`config.mk`:
```
export PLATFORM = sky130hd
export DESIGN_NAME = oscp_ctrl
export DESIGN_NICKNAME = d
export VERILOG_FILES = /design/src/rtl/oscp_pkg.sv /design/src/rtl/oscp_ctrl.sv
export SDC_FILE = /design/constraint.sdc
export NUM_CORES = 1
export LEC_CHECK = 0
export BUFFER_PORTS_ARGS = -buffer_cell sky130_fd_sc_hd__buf_2
export CAP_MARGIN = 40
export CORE_MARGIN = 1.5
export CORE_UTILIZATION = 42
export DETAILED_ROUTE_END_ITERATION = 10
export PLACE_DENSITY = 0.68
export SYNTH_ARGS = -nofsm -noshare
export SYNTH_HDL_FRONTEND = slang
export SYNTH_SLANG_ARGS = --single-unit
```
`constraint.sdc`:
```
create_clock -name sys_clk -period 3.1 [get_ports sys_clk]
set_input_delay 0.93 -clock sys_clk [delete_from_list [all_inputs] [get_ports sys_clk]]
set_output_delay 0.93 -clock sys_clk [all_outputs]
set_load 0.005 [all_outputs]
```
`src/rtl/oscp_pkg.sv`:
```
// constants for the offset, slicer, input and power control register bank
package oscp_pkg;

    // register indices; byte address is four times the index
    localparam logic [7:0] OSCP_IDX_OFFSET    = 8'h1B;
    localparam logic [7:0] OSCP_IDX_SLICER    = 8'h1D;
    localparam logic [7:0] OSCP_IDX_INPWR     = 8'h1E;
    localparam logic [7:0] OSCP_IDX_DETECT    = 8'h24;
    localparam logic [7:0] OSCP_IDX_IRQ_STAT  = 8'h30;
    localparam logic [7:0] OSCP_IDX_IRQ_MASK  = 8'h31;

    // reset values
    localparam logic [7:0] OSCP_RST_OFFSET    = 8'h5B;
    localparam logic [7:0] OSCP_RST_SLICER    = 8'h78;
    localparam logic [7:0] OSCP_RST_INPWR     = 8'h20;
    localparam logic [7:0] OSCP_RST_MASK      = 8'h00;

    // offset_loop_control fields
    localparam int OSCP_AUTO_OFS_BIT = 5;
    localparam int OSCP_RATE_LSB     = 3;
    localparam int OSCP_RATE_MSB     = 4;

    // update rate codes
    localparam logic [1:0] OSCP_RATE_EVERY = 2'h0;
    localparam logic [1:0] OSCP_RATE_16    = 2'h1;
    localparam logic [1:0] OSCP_RATE_64    = 2'h2;
    localparam logic [1:0] OSCP_RATE_VSYNC = 2'h3;
    localparam logic [5:0] OSCP_LAST_16    = 6'h0F;
    localparam logic [5:0] OSCP_LAST_64    = 6'h3F;

    // green_sync_slicer_control fields
    localparam int OSCP_THR_LSB     = 3;
    localparam int OSCP_THR_MSB     = 7;
    localparam int OSCP_SLC_POL_BIT = 2;
    localparam int OSCP_SLC_SEL_LSB = 0;
    localparam int OSCP_SLC_SEL_MSB = 1;
    localparam int OSCP_THR_STEP_SH = 3;   // 8 mV per code step

    // slicer output selector codes
    localparam logic [1:0] OSCP_SEL_RAW_SLICER = 2'h0;
    localparam logic [1:0] OSCP_SEL_RAW_HSYNC  = 2'h1;
    localparam logic [1:0] OSCP_SEL_REGEN      = 2'h2;
    localparam logic [1:0] OSCP_SEL_FILTERED   = 2'h3;

    // input_and_power_control fields
    localparam int OSCP_CH_OVR_BIT   = 7;
    localparam int OSCP_CH_SEL_BIT   = 6;
    localparam int OSCP_BW_BIT       = 5;
    localparam int OSCP_PD_AUTO_BIT  = 4;
    localparam int OSCP_PD_BIT       = 3;
    localparam int OSCP_PD_POL_BIT   = 2;
    localparam int OSCP_FAST_SW_BIT  = 1;
    localparam int OSCP_SLC_HIZ_BIT  = 0;

    // activity detect bits in the detect register
    localparam int OSCP_DET_H0_BIT = 7;
    localparam int OSCP_DET_H1_BIT = 6;
    localparam int OSCP_DET_G0_BIT = 3;
    localparam int OSCP_DET_G1_BIT = 2;

    // interrupt status bits
    localparam int OSCP_IRQ_PWR_BIT = 0;
    localparam int OSCP_IRQ_ACT_BIT = 1;
    localparam int OSCP_IRQ_UPD_BIT = 2;

    // an input counts as active this long after a toggle
    localparam int OSCP_CLK_MHZ      = 50;
    localparam int OSCP_ACT_WIN_US   = 100;
    localparam int OSCP_ACT_WIN_CYC  = OSCP_ACT_WIN_US * OSCP_CLK_MHZ;
    localparam int OSCP_ACT_CNT_W    = 13;

    // axi answers
    localparam logic [1:0] OSCP_RESP_OKAY   = 2'h0;
    localparam logic [1:0] OSCP_RESP_SLVERR = 2'h2;
    localparam int         OSCP_ADDR_W      = 10;

endpackage : oscp_pkg

```
`src/rtl/oscp_ctrl.sv`:
```
// offset, slicer, input and power-down control over axi4-lite
//
// The AXI4-Lite interface to the registers was decided locally.
module oscp_ctrl
    import oscp_pkg::*;
#(
    parameter int ACT_WIN_CYC = OSCP_ACT_WIN_CYC
) (
    input  wire logic                   sys_clk,
    input  wire logic                   rst,
    input  wire logic                   ce,
    // axi4-lite slave
    input  wire logic [OSCP_ADDR_W-1:0] s_axi_awaddr,
    input  wire logic                   s_axi_awvalid,
    output logic                        s_axi_awready,
    input  wire logic [31:0]            s_axi_wdata,
    input  wire logic [3:0]             s_axi_wstrb,
    input  wire logic                   s_axi_wvalid,
    output logic                        s_axi_wready,
    output logic [1:0]                  s_axi_bresp,
    output logic                        s_axi_bvalid,
    input  wire logic                   s_axi_bready,
    input  wire logic [OSCP_ADDR_W-1:0] s_axi_araddr,
    input  wire logic                   s_axi_arvalid,
    output logic                        s_axi_arready,
    output logic [31:0]                 s_axi_rdata,
    output logic [1:0]                  s_axi_rresp,
    output logic                        s_axi_rvalid,
    input  wire logic                   s_axi_rready,
    // sync inputs and internal sync sources
    input  wire logic                   horizontal_sync_in0,
    input  wire logic                   horizontal_sync_in1,
    input  wire logic                   green_channel_sync_in0,
    input  wire logic                   green_channel_sync_in1,
    input  wire logic                   regen_sync_in,
    input  wire logic                   filtered_sync_in,
    input  wire logic                   auto_channel_in,
    input  wire logic                   clamp_tick,
    input  wire logic                   vsync_tick,
    input  wire logic                   power_down_pin,
    // outputs
    output logic                        slicer_sync_output_pin,
    output logic                        slicer_sync_output_oe,
    output logic                        active_channel,
    output logic                        auto_offset_enable,
    output logic                        offset_update_pulse,
    output logic [4:0]                  slicer_threshold_code,
    output logic [8:0]                  slicer_threshold_mv,
    output logic                        input_bandwidth_high,
    output logic                        core_power_down,
    output logic                        data_outputs_hiz,
    output logic                        irq
);

    ////////////////////////////////////////////////////////////////////////
    // state

    typedef struct packed {
        logic [7:0]                      ofs_ctl;
        logic [7:0]                      slc_ctl;
        logic [7:0]                      inp_ctl;
        logic [7:0]                      irq_stat;
        logic [7:0]                      irq_mask;
        logic                            irq;
        // axi
        logic                            aw_have;
        logic [OSCP_ADDR_W-1:0]          aw_addr;
        logic                            w_have;
        logic [7:0]                      w_data;
        logic                            w_lane0;
        logic                            awready;
        logic                            wready;
        logic                            bvalid;
        logic [1:0]                      bresp;
        logic                            arready;
        logic                            rvalid;
        logic [31:0]                     rdata;
        logic [1:0]                      rresp;
        // activity detection
        logic [3:0]                      act_prev;
        logic [3:0][OSCP_ACT_CNT_W-1:0]  act_cnt;
        logic [3:0]                      act;
        // offset loop
        logic [5:0]                      clamp_cnt;
        logic                            upd;
        // power and pins
        logic                            pd_meta;
        logic                            pd_sync;
        logic                            pd_req;
        logic                            core_pd;
        logic                            out_hiz;
        logic                            slc_pin;
        logic                            slc_oe;
        logic                            chan;
        logic [4:0]                      thr_code;
        logic [8:0]                      thr_mv;
    } oscp_state_type;

    oscp_state_type state_reg;
    oscp_state_type state_next;

    ////////////////////////////////////////////////////////////////////////
    // helpers

    // byte address to register index; low bits ignored
    function automatic logic [7:0] oscp_index(
        input logic [OSCP_ADDR_W-1:0] addr
    );
        oscp_index = addr[OSCP_ADDR_W-1:2];
    endfunction : oscp_index

    // index hits a register of the bank
    function automatic logic oscp_mapped(input logic [7:0] idx);
        oscp_mapped = (idx == OSCP_IDX_OFFSET) || (idx == OSCP_IDX_SLICER)
            || (idx == OSCP_IDX_INPWR) || (idx == OSCP_IDX_DETECT)
            || (idx == OSCP_IDX_IRQ_STAT) || (idx == OSCP_IDX_IRQ_MASK);
    endfunction : oscp_mapped

    // last count of clamp periods before an offset refresh
    function automatic logic [5:0] oscp_last(input logic [1:0] rate);
        unique case (rate)
            OSCP_RATE_16: oscp_last = OSCP_LAST_16;
            OSCP_RATE_64: oscp_last = OSCP_LAST_64;
            default:      oscp_last = 6'h00;
        endcase
    endfunction : oscp_last

    // layout of the detect register
    function automatic logic [7:0] oscp_detect(input logic [3:0] act);
        oscp_detect = 8'h00;
        oscp_detect[OSCP_DET_H0_BIT] = act[0];
        oscp_detect[OSCP_DET_H1_BIT] = act[1];
        oscp_detect[OSCP_DET_G0_BIT] = act[2];
        oscp_detect[OSCP_DET_G1_BIT] = act[3];
    endfunction : oscp_detect

    ////////////////////////////////////////////////////////////////////////
    // next state

    always_comb begin
        logic [7:0]  widx;
        logic [7:0]  ridx;
        logic [7:0]  rval;
        logic [7:0]  events;
        logic [7:0]  clr;
        logic [3:0]  sync_now;
        logic [1:0]  rate;
        logic        pin_act;
        logic        pd_now;
        logic        src;
        logic        sel_hs;
        logic        sel_gs;
        logic        do_write;
        widx     = oscp_index(state_reg.aw_addr);
        ridx     = oscp_index(s_axi_araddr);
        rval     = 8'h00;
        events   = 8'h00;
        clr      = 8'h00;
        sync_now = {green_channel_sync_in1, green_channel_sync_in0,
                    horizontal_sync_in1, horizontal_sync_in0};
        rate     = state_reg.ofs_ctl[OSCP_RATE_MSB:OSCP_RATE_LSB];
        pin_act  = 1'b0;
        pd_now   = 1'b0;
        src      = 1'b0;
        sel_hs   = 1'b0;
        sel_gs   = 1'b0;
        do_write = 1'b0;
        state_next = state_reg;

        // address and data are taken in either order
        if (s_axi_awvalid && state_reg.awready) begin
            state_next.aw_have = 1'b1;
            state_next.aw_addr = s_axi_awaddr;
        end
        if (s_axi_wvalid && state_reg.wready) begin
            state_next.w_have  = 1'b1;
            state_next.w_data  = s_axi_wdata[7:0];
            state_next.w_lane0 = s_axi_wstrb[0];
        end
        if (state_reg.bvalid && s_axi_bready) begin
            state_next.bvalid = 1'b0;
        end
        do_write = state_reg.aw_have && state_reg.w_have
            && !state_reg.bvalid;
        if (do_write) begin
            state_next.aw_have = 1'b0;
            state_next.w_have  = 1'b0;
            state_next.bvalid  = 1'b1;
            state_next.bresp   = oscp_mapped(widx) ? OSCP_RESP_OKAY
                                                   : OSCP_RESP_SLVERR;
            if (state_reg.w_lane0) begin
                unique case (widx)
                    OSCP_IDX_OFFSET:   state_next.ofs_ctl = state_reg.w_data;
                    OSCP_IDX_SLICER:   state_next.slc_ctl = state_reg.w_data;
                    OSCP_IDX_INPWR:    state_next.inp_ctl = state_reg.w_data;
                    OSCP_IDX_IRQ_STAT: clr = state_reg.w_data;
                    OSCP_IDX_IRQ_MASK: state_next.irq_mask = state_reg.w_data;
                    default:           clr = 8'h00;
                endcase
            end
        end
        // no new write until the response is accepted
        state_next.awready = !state_next.aw_have && !state_next.bvalid;
        state_next.wready  = !state_next.w_have && !state_next.bvalid;

        // read data follows the address edge
        if (state_reg.rvalid && s_axi_rready) begin
            state_next.rvalid = 1'b0;
        end
        if (s_axi_arvalid && state_reg.arready) begin
            unique case (ridx)
                OSCP_IDX_OFFSET:   rval = state_reg.ofs_ctl;
                OSCP_IDX_SLICER:   rval = state_reg.slc_ctl;
                OSCP_IDX_INPWR:    rval = state_reg.inp_ctl;
                OSCP_IDX_DETECT:   rval = oscp_detect(state_reg.act);
                OSCP_IDX_IRQ_STAT: rval = state_reg.irq_stat;
                OSCP_IDX_IRQ_MASK: rval = state_reg.irq_mask;
                default:           rval = 8'h00;
            endcase
            state_next.rvalid = 1'b1;
            state_next.rdata  = {24'h000000, rval};
            state_next.rresp  = oscp_mapped(ridx) ? OSCP_RESP_OKAY
                                                  : OSCP_RESP_SLVERR;
        end
        state_next.arready = !state_next.rvalid;

        // a toggle reloads the window; a steady level lets it expire
        for (int i = 0; i < 4; i++) begin
            state_next.act_prev[i] = sync_now[i];
            if (sync_now[i] != state_reg.act_prev[i]) begin
                state_next.act_cnt[i] = ACT_WIN_CYC[OSCP_ACT_CNT_W-1:0];
                state_next.act[i]     = 1'b1;
            end else if (state_reg.act_cnt[i] != '0) begin
                state_next.act_cnt[i] = state_reg.act_cnt[i]
                                        - {{(OSCP_ACT_CNT_W-1){1'b0}}, 1'b1};
            end else begin
                state_next.act[i] = 1'b0;
            end
        end

        // refresh pulses only with auto offset on
        state_next.upd = 1'b0;
        if (!state_reg.ofs_ctl[OSCP_AUTO_OFS_BIT]) begin
            state_next.clamp_cnt = 6'h00;
        end else if (rate == OSCP_RATE_VSYNC) begin
            state_next.clamp_cnt = 6'h00;
            state_next.upd       = vsync_tick;
        end else if (clamp_tick) begin
            if (state_reg.clamp_cnt >= oscp_last(rate)) begin
                state_next.clamp_cnt = 6'h00;
                state_next.upd       = 1'b1;
            end else begin
                state_next.clamp_cnt = state_reg.clamp_cnt + 6'h01;
            end
        end

        // two-flop synchroniser; only pd_sync feeds logic
        state_next.pd_meta = power_down_pin;
        state_next.pd_sync = state_reg.pd_meta;

        // power-down decision
        pin_act = state_reg.inp_ctl[OSCP_PD_POL_BIT]
            ? state_reg.pd_sync : !state_reg.pd_sync;
        if (state_reg.inp_ctl[OSCP_PD_AUTO_BIT]) begin
            pd_now = !(|state_reg.act);
        end else begin
            pd_now = state_reg.inp_ctl[OSCP_PD_BIT] || pin_act;
        end
        state_next.pd_req = pd_now;
        // fast switching keeps the core up, floats the outputs
        state_next.core_pd = pd_now
            && !state_reg.inp_ctl[OSCP_FAST_SW_BIT];
        state_next.out_hiz = pd_now;
        state_next.slc_oe  = !(pd_now
            && state_reg.inp_ctl[OSCP_SLC_HIZ_BIT]);

        // channel choice
        state_next.chan = state_reg.inp_ctl[OSCP_CH_OVR_BIT]
            ? state_reg.inp_ctl[OSCP_CH_SEL_BIT]
            : auto_channel_in;
        sel_hs = state_reg.chan ? horizontal_sync_in1 : horizontal_sync_in0;
        sel_gs = state_reg.chan ? green_channel_sync_in1
                                : green_channel_sync_in0;

        // slicer source; the upstream filter inserts and drops pulses
        unique case (state_reg.slc_ctl[OSCP_SLC_SEL_MSB:OSCP_SLC_SEL_LSB])
            OSCP_SEL_RAW_SLICER: src = sel_gs;
            OSCP_SEL_RAW_HSYNC:  src = sel_hs;
            OSCP_SEL_REGEN:      src = regen_sync_in;
            OSCP_SEL_FILTERED:   src = filtered_sync_in;
        endcase
        state_next.slc_pin = state_reg.slc_ctl[OSCP_SLC_POL_BIT]
            ? src : !src;

        // threshold code and millivolts, (code + 1) * 8
        state_next.thr_code = state_reg.slc_ctl[OSCP_THR_MSB:OSCP_THR_LSB];
        state_next.thr_mv   = {({1'b0, state_next.thr_code} + 6'h01),
                               3'b000};

        // sticky events; a set in the clearing cycle wins
        events[OSCP_IRQ_PWR_BIT] = pd_now != state_reg.pd_req;
        events[OSCP_IRQ_ACT_BIT] = state_next.act != state_reg.act;
        events[OSCP_IRQ_UPD_BIT] = state_reg.upd;
        state_next.irq_stat = (state_reg.irq_stat & ~clr) | events;
        state_next.irq = |(state_next.irq_stat & state_next.irq_mask);
    end

    ////////////////////////////////////////////////////////////////////////
    // registers

    // ce low freezes all state, axi handshake too
    always_ff @(posedge sys_clk) begin
        if (rst) begin
            state_reg          <= '0;
            state_reg.ofs_ctl  <= OSCP_RST_OFFSET;
            state_reg.slc_ctl  <= OSCP_RST_SLICER;
            state_reg.inp_ctl  <= OSCP_RST_INPWR;
            state_reg.irq_mask <= OSCP_RST_MASK;
            state_reg.awready  <= 1'b1;
            state_reg.wready   <= 1'b1;
            state_reg.arready  <= 1'b1;
            state_reg.slc_oe   <= 1'b1;
            state_reg.pd_meta  <= 1'b1;
            state_reg.pd_sync  <= 1'b1;
            state_reg.thr_code <= 5'h0F;
            state_reg.thr_mv   <= 9'h080;
        end else if (ce) begin
            state_reg <= state_next;
        end
    end

    ////////////////////////////////////////////////////////////////////////
    // outputs, all from flops

    assign s_axi_awready          = state_reg.awready;
    assign s_axi_wready           = state_reg.wready;
    assign s_axi_bresp            = state_reg.bresp;
    assign s_axi_bvalid           = state_reg.bvalid;
    assign s_axi_arready          = state_reg.arready;
    assign s_axi_rdata            = state_reg.rdata;
    assign s_axi_rresp            = state_reg.rresp;
    assign s_axi_rvalid           = state_reg.rvalid;
    assign slicer_sync_output_pin = state_reg.slc_pin;
    assign slicer_sync_output_oe  = state_reg.slc_oe;
    assign active_channel         = state_reg.chan;
    assign auto_offset_enable     = state_reg.ofs_ctl[OSCP_AUTO_OFS_BIT];
    assign offset_update_pulse    = state_reg.upd;
    assign slicer_threshold_code  = state_reg.thr_code;
    assign slicer_threshold_mv    = state_reg.thr_mv;
    assign input_bandwidth_high   = state_reg.inp_ctl[OSCP_BW_BIT];
    assign core_power_down        = state_reg.core_pd;
    assign data_outputs_hiz       = state_reg.out_hiz;
    assign irq                    = state_reg.irq;

endmodule : oscp_ctrl

```
Word level (Yosys, flattened, before mapping)
Cells that the tools add are included.
{ "op_classes": {"add_sub_neg": 6, "magnitude_cmp": 1, "n_eq_ne": 25, "muxes": 50, "bitwise": 4, "n_reduce_logical": 55} }
{ "op_table": {"columns": ["op", "count"], "rows": [
  ["13-bit two-way mux", 8],
  ["13-bit nonzero test", 4],
  ["13-bit by 1-bit subtractor with 13-bit output (second input constant)", 4],
  ["8-bit by 5-bit == test with 1-bit output (second input constant)", 6],
  ["8-bit by 6-bit == test with 1-bit output (second input constant)", 6],
  ["8-bit two-way mux", 6],
  ["8-bit case mux with 6 select lines", 1],
  ["35-bit two-way mux", 1],
  ["6-bit two-way mux", 5],
  ["1-bit two-way mux", 20],
  ["2-bit AND reduction", 9],
  ["8-bit AND", 2],
  ["7-bit two-way mux", 2],
  ["6-bit case mux with 2 select lines", 1],
  ["4-bit AND reduction", 3],
  ["1-bit logical AND", 11],
  ["1-bit logical OR", 11],
  ["11-bit two-way mux", 1],
  ["1-bit zero test", 10],
  ["10-bit two-way mux", 1],
  ["2-bit == test (second input constant)", 4],
  ["8-bit inverter", 1],
  ["8-bit by 3-bit OR with 8-bit output", 1],
  ["2-bit nonzero test", 4],
  ["13 further kinds", 19]
]} }
{ "word_totals": {"regBits": 164, "inputBits": 74, "out_inout_bits": 64, "elab_cells": 177} }

Longest topological paths before layout
{ "logic_depth": {"word_depth": 10, "ltp_mapped": 10, "ltp_nobuf": 10} }

Worst setup path before layout
No wires, ideal clock.
{ "synth_timing": {"kind": "input to register", "from": "input port s_axi_araddr[3]", "to": "register state_reg (netlist bit s_axi_rdata[4])", "setup_ps": 86, "arrival_time_ps": 2415, "t_required_ps": 3014, "setup_slack_ps": 600, "cell_stages": 6, "n_path_buf": 1, "cell_sequence": "clkbuf_1 -> nor4_1 -> nand2_1 -> nor4b_2 -> a222oi_1 -> a211oi_1"} }
{ "synth_via": {"elab_chain_len": 2, "elab_cells_between_ends": 7, "cone_classes": "eq/ne: 6; mux: 1"} }
{ "synth_rtl": {"columns": ["item", "line", "text"], "rows": [
  ["start: declaration", "oscp_ctrl.sv:23", "input wire logic [OSCP_ADDR_W-1:0] s_axi_araddr,"],
  ["8-bit by 6-bit == test with 1-bit output or 8-bit by 5-bit == test with 1-bit output (tied branches)", "oscp_ctrl.sv:211", "unique case (ridx)"],
  ["8-bit case mux with 6 select lines (*)", "oscp_ctrl.sv:211", null],
  ["end signal: assignment", "oscp_ctrl.sv:328", "state_reg <= state_next;"],
  ["end: declaration", "oscp_ctrl.sv:99", "oscp_state_type state_reg;"]
]} }
Mark *: on every way between the ends. The rest lies on a longest branch, timed or not.
A chain may end at the register's enable or synchronous reset.

Worst setup path after layout
{ "layout_timing": {"from": "register state_reg[187] (netlist bit)", "to": "register state_reg[28] (netlist bit)"} }
{ "layout_via": {"elab_chain_len": 10, "elab_cells_between_ends": 14, "cone_classes": "order compare: 1; eq/ne: 4; mux: 8; reduce/logical: 1"} }
{ "layout_rtl": {"columns": ["item", "line", "text"], "rows": [
  ["2-bit == test or 2-bit by 1-bit == test with 1-bit output (tied branches)", "oscp_ctrl.sv:121", "unique case (rate)"],
  ["6-bit case mux with 2 select lines", "oscp_ctrl.sv:121", null],
  ["6-bit two-way mux", "oscp_ctrl.sv:248", "end else if (clamp_tick) begin"],
  ["6-bit two-way mux", "oscp_ctrl.sv:245", "end else if (rate == OSCP_RATE_VSYNC) begin"],
  ["6-bit two-way mux", "oscp_ctrl.sv:243", "if (!state_reg.ofs_ctl[OSCP_AUTO_OFS_BIT]) begin"],
  ["6-bit greater-or-equal comparator", "oscp_ctrl.sv:249", "if (state_reg.clamp_cnt >= oscp_last(rate)) begin"],
  ["6-bit two-way mux", "oscp_ctrl.sv:249", null],
  ["7-bit two-way mux", "oscp_ctrl.sv:248", null],
  ["7-bit two-way mux", "oscp_ctrl.sv:245", null],
  ["6-bit two-way mux", "oscp_ctrl.sv:243", null]
]} }
Several ways; a longest one is shown, not always the timed one. The select of a mux whose other input is x is not followed.

==> summary.md <==
| Metric | Value |
|---|---|
| Outcome | finished, final reports clean |
| GRT Residual Overflow | 0 |
| Vias/cell | 5.36 |
| Mapped Cells | between 900 and 1000 |
| CP top delay family | compound AO/OA/AOI/OAI gates |
| Synth unique cells | 64 |
| I/O pin cnt | approximately 140 |
| RSZ-0062 raised after global routing | false |
| Area grow syn2layout | 11.6% |
| Final setup viols | 0 |
| Post-synthesis adder-cell area fraction | around 2.8% |
| Die Height | 141 um |
| Startpoint types | flop |
| Sequential Power Share | between 40 and 50% |
| Starting density of the core | between 40 and 50% |
| ANT cells | 0 |
| FF-to-FF Start | state_reg[187] |
| Clk buf depth | 2 |
| # hold bufs at CTS | 0 |
| Filler instances | around 1800 |
| Pleak | 3.49 nW |
| Count leader, synth | dfxtp_1 |
| CTS tree | built |
| Port Buf Inserts | 77 |
| Pins Over Slew Limit | 0 |
| Final Cell Area | 8910 sq um |
| Register area | 3200 sq um |
| Slew headroom | 51.8% |
| Worst Setup EP | state_reg[28] |
| Core footprint | between 15000 and 20000 sq um |
| Share of the synthesized area in the top cell type | 40.2% |
| Post-synth ARST share | 0% |
| Global-route wire length before repair | approximately 30000 um |
| #FFs+latches synth | 160 |
| # rows | 50 |
| Largest net degree at the start of global routing | 66 |
| Worst R2R Path Depth | 10 |
| Worst Path Required | 3.46 ns |
| Critical-path cell list | inv_1, ha_1, inv_1, ha_1, nand2b_1, a2111oi_1, o2111ai_1, or3_1, a21oi_1, a21o_1 |
| Fin worst setup slack | about 0.28 ns |
| Synth warn | 0 |
| Avg Synthesized Cell Area | 8.40 sq um |
| FMAX | roughly 0.35 GHz |
| Tightest Pin Transition | 0.713 ns |
| TritonRoute pass-1 iters | 4 |
| Register area share after synthesis | approximately two fifths |
| Power share of the clock group | between 30% and 40% |
| Top cell type by total area after synthesis | dfxtp_1 |
| Crit. End Element | flop |
| Fin crit share | between 90 and 100% |
| Xor/xnor share of the synthesized area | ~6.0% |
| Final Hold Vio Count | 0 |
| Post-synthesis cell area | ~8000 sq um |
| Mux share of post-synthesis cell area | 3.42% |
| Max Used Layer | met4 |
| Slowest stage cell, crit path | a2111oi_1 |
| Hold Path Class | flop to flop |
| Clk_lat worst skew | 0.42 ns |
| Layout cells sized above 1 | ~14% |
| # DRC | 0 |
| Gr usage total | 19.2% |
| Htree depth | 4 |
| Number of DRC markers in iteration 0 | around 450 |
| Hold_ws | between 0.4 and 0.5 ns |
| Switching power | 1.53 mW |
| Worst Path Buf+Inv | 2 |
| Post-Route WL | 18700 um |
| Simple-gate area share of the yosys netlist | 22.8% |
| Vias in the first global route | 5898 |
| CP startpoint | state_reg[187] |
| Pint | about 3.7 mW |
| Post-synth EDFFs | 0 |
| Multi-input gate area | 4230 sq um |
| Post-DP Area | ~8400 sq um |
| Synth Area in Compound Gates | 16.5% |
| Clk slew on worst S/H paths | 0.07 ns |
| CP Depth | 10 |
| Max-cap violations | 0 |
| TritonCTS sink count | 160 |
| CP max stage delay | approximately 0.54 ns |
| Arr. time, crit path | between 3 and 4 ns |
| Switching part of the total | roughly 30% |
| CTS root buffer | clkbuf_16 |
| DP HPWL | 13600 um |
| Minimum clock period | 2.82 ns |
| Met1 wire length | 8770 um |
| TritonCTS Buffers | 17 |
| Worst vdd ir | about 0.4 mV |
| Pre-CTS setup slack | about 0.32 ns |
| R2R Setup Slk | roughly 0.28 ns |
| Worst setup path class | flop to flop |
| Synth area leaders | dfxtp_1, a21oi_1, nor2_1, nand2_1, buf_4 |
| Final Wtd Congestion | 0.877 |
| Final ANT Viol Nets | 0 |
| Vias | roughly 6700 |
| Combinational power share | about 17% |
| Initial antenna violation count | 0 |
| Routed wire per std cell | ~15 um |
| Die Area | about 20000 sq um |
| Worst r2r dst | state_reg[28] |
| Die W | between 100 and 150 um |
| CP Max Fanout | 4 |
| Top_reg_cell synth | dfxtp_1 |
| Largest family of logic cells by synthesized area | simple AND/OR/NAND/NOR gates |
| Cell Pwr Density | around 580 nW/um^2 |
| Final net count | between 1000 and 1500 |
| Total negative slack | 0 ns |
| Max reg flops | between 100 and 150 |
| Met2 WL | between 8000 and 9000 um |
| Final Power | around 5.2 mW |
| Clock skew | 0.00737 ns |
| Top cells by count, synth | dfxtp_1, nor2_1, nand2_1 |
| Met3 wire len | 956 um |
power groups by stage:
stage / Sequential (mW) / Clock, mW / Combinational, mW
floorplan: 2.36 / 0 / 0.734
global placement: 2.40 / 0 / 0.861
detailed placement: 2.41 / 0 / 0.874
CTS: 2.36 / 1.98 / 0.886
global route: 2.39 / 2.08 / 0.988
finish: 2.36 / 1.94 / 0.884
per-layer routing:
metal,track usage [%],vias up
met5,0,-
met2,31.1,175
li1,-,3364
met4,5.87,0
met1,25.4,3099
met3,4.62,21
cell usage in the layout (no fill, tap or decap), types with 5 or more instances in the layout:
cell,netlist,final
inv_1,24,24
buf_4,50,20
a21oi_1,90,90
nand4_1,6,6
ha_1,18,18
nor2_1,108,108
o21ai_0,23,23
clkbuf_16,0,17
dfxtp_1,160,160
nand2_1,105,105
xor2_1,22,22
nand3_1,17,17
or4_1,11,11
buf_2,5,76
nand3b_1,9,9
a22oi_1,12,12
a211o_1,13,13
mux2i_1,25,25
inv_6,0,5
o22ai_1,6,6
clkinvlp_4,0,5
nor3_1,29,29
nor4_1,9,9
a211oi_1,15,15
or3_1,12,12
conb_1,1,29
nand2b_1,12,12
nor2b_1,15,15
xnor2_1,31,31
and3_1,7,7
how the worst min path moves through the flow:
stage,end,cells after the start,slack (ns),from
after floorplan,state_reg[20],1,0.43,state_next[20]
after global placement,state_reg[186],2,0.44,state_reg[186]
after detailed placement,state_reg[191],2,0.44,state_reg[191]
after CTS,state_reg[191],2,0.45,state_reg[191]
after global routing,state_reg[186],2,0.48,state_reg[186]
final,state_reg[191],2,0.45,state_reg[191]
logic make-up after synthesis:
group	count (synthesis)
compound gates	201
xor+xnor	54
fa+ha+maj	18
buf+inv	122
flops	160
mux	26
other cells	1
simple gates	368
area by class of cell:
class	instances	share of cell area, %
Timing Repair Buffer	97	6.18
Clock inverter	14	1.18
Multi-Input combinational cell	696	47.4
Clock buffer	18	4.93
Sequential cell	160	36.0
Inverter	24	1.01
Tap cell	234	3.29
worst reg2reg max path: cells and delay by family, from the launching register on:
kind            cells  cell delay [ns]
simple gates        2             0.55
buf+inv             2             0.14
flops               1             0.39
fa+ha+maj           2             0.63
compound gates      4             1.07
repair_timing:
item | 4_1_cts | 5_1_grt
setup buffers | 0 | 0
setup endpoints to repair | 0 | 1
gates resized for setup | 0 | 1
hold endpoints to repair | 0 | 0
stage by stage:
stage | cells | utilization (%)
after detailed placement | 1211 | 44.8
after floorplan | 978 | -
after global routing | 1243 | 47.8
after global placement | 1211 | 44.8
final | 1243 | 47.8
after CTS | 1243 | 47.8
Power figures use the tool's default switching activity.
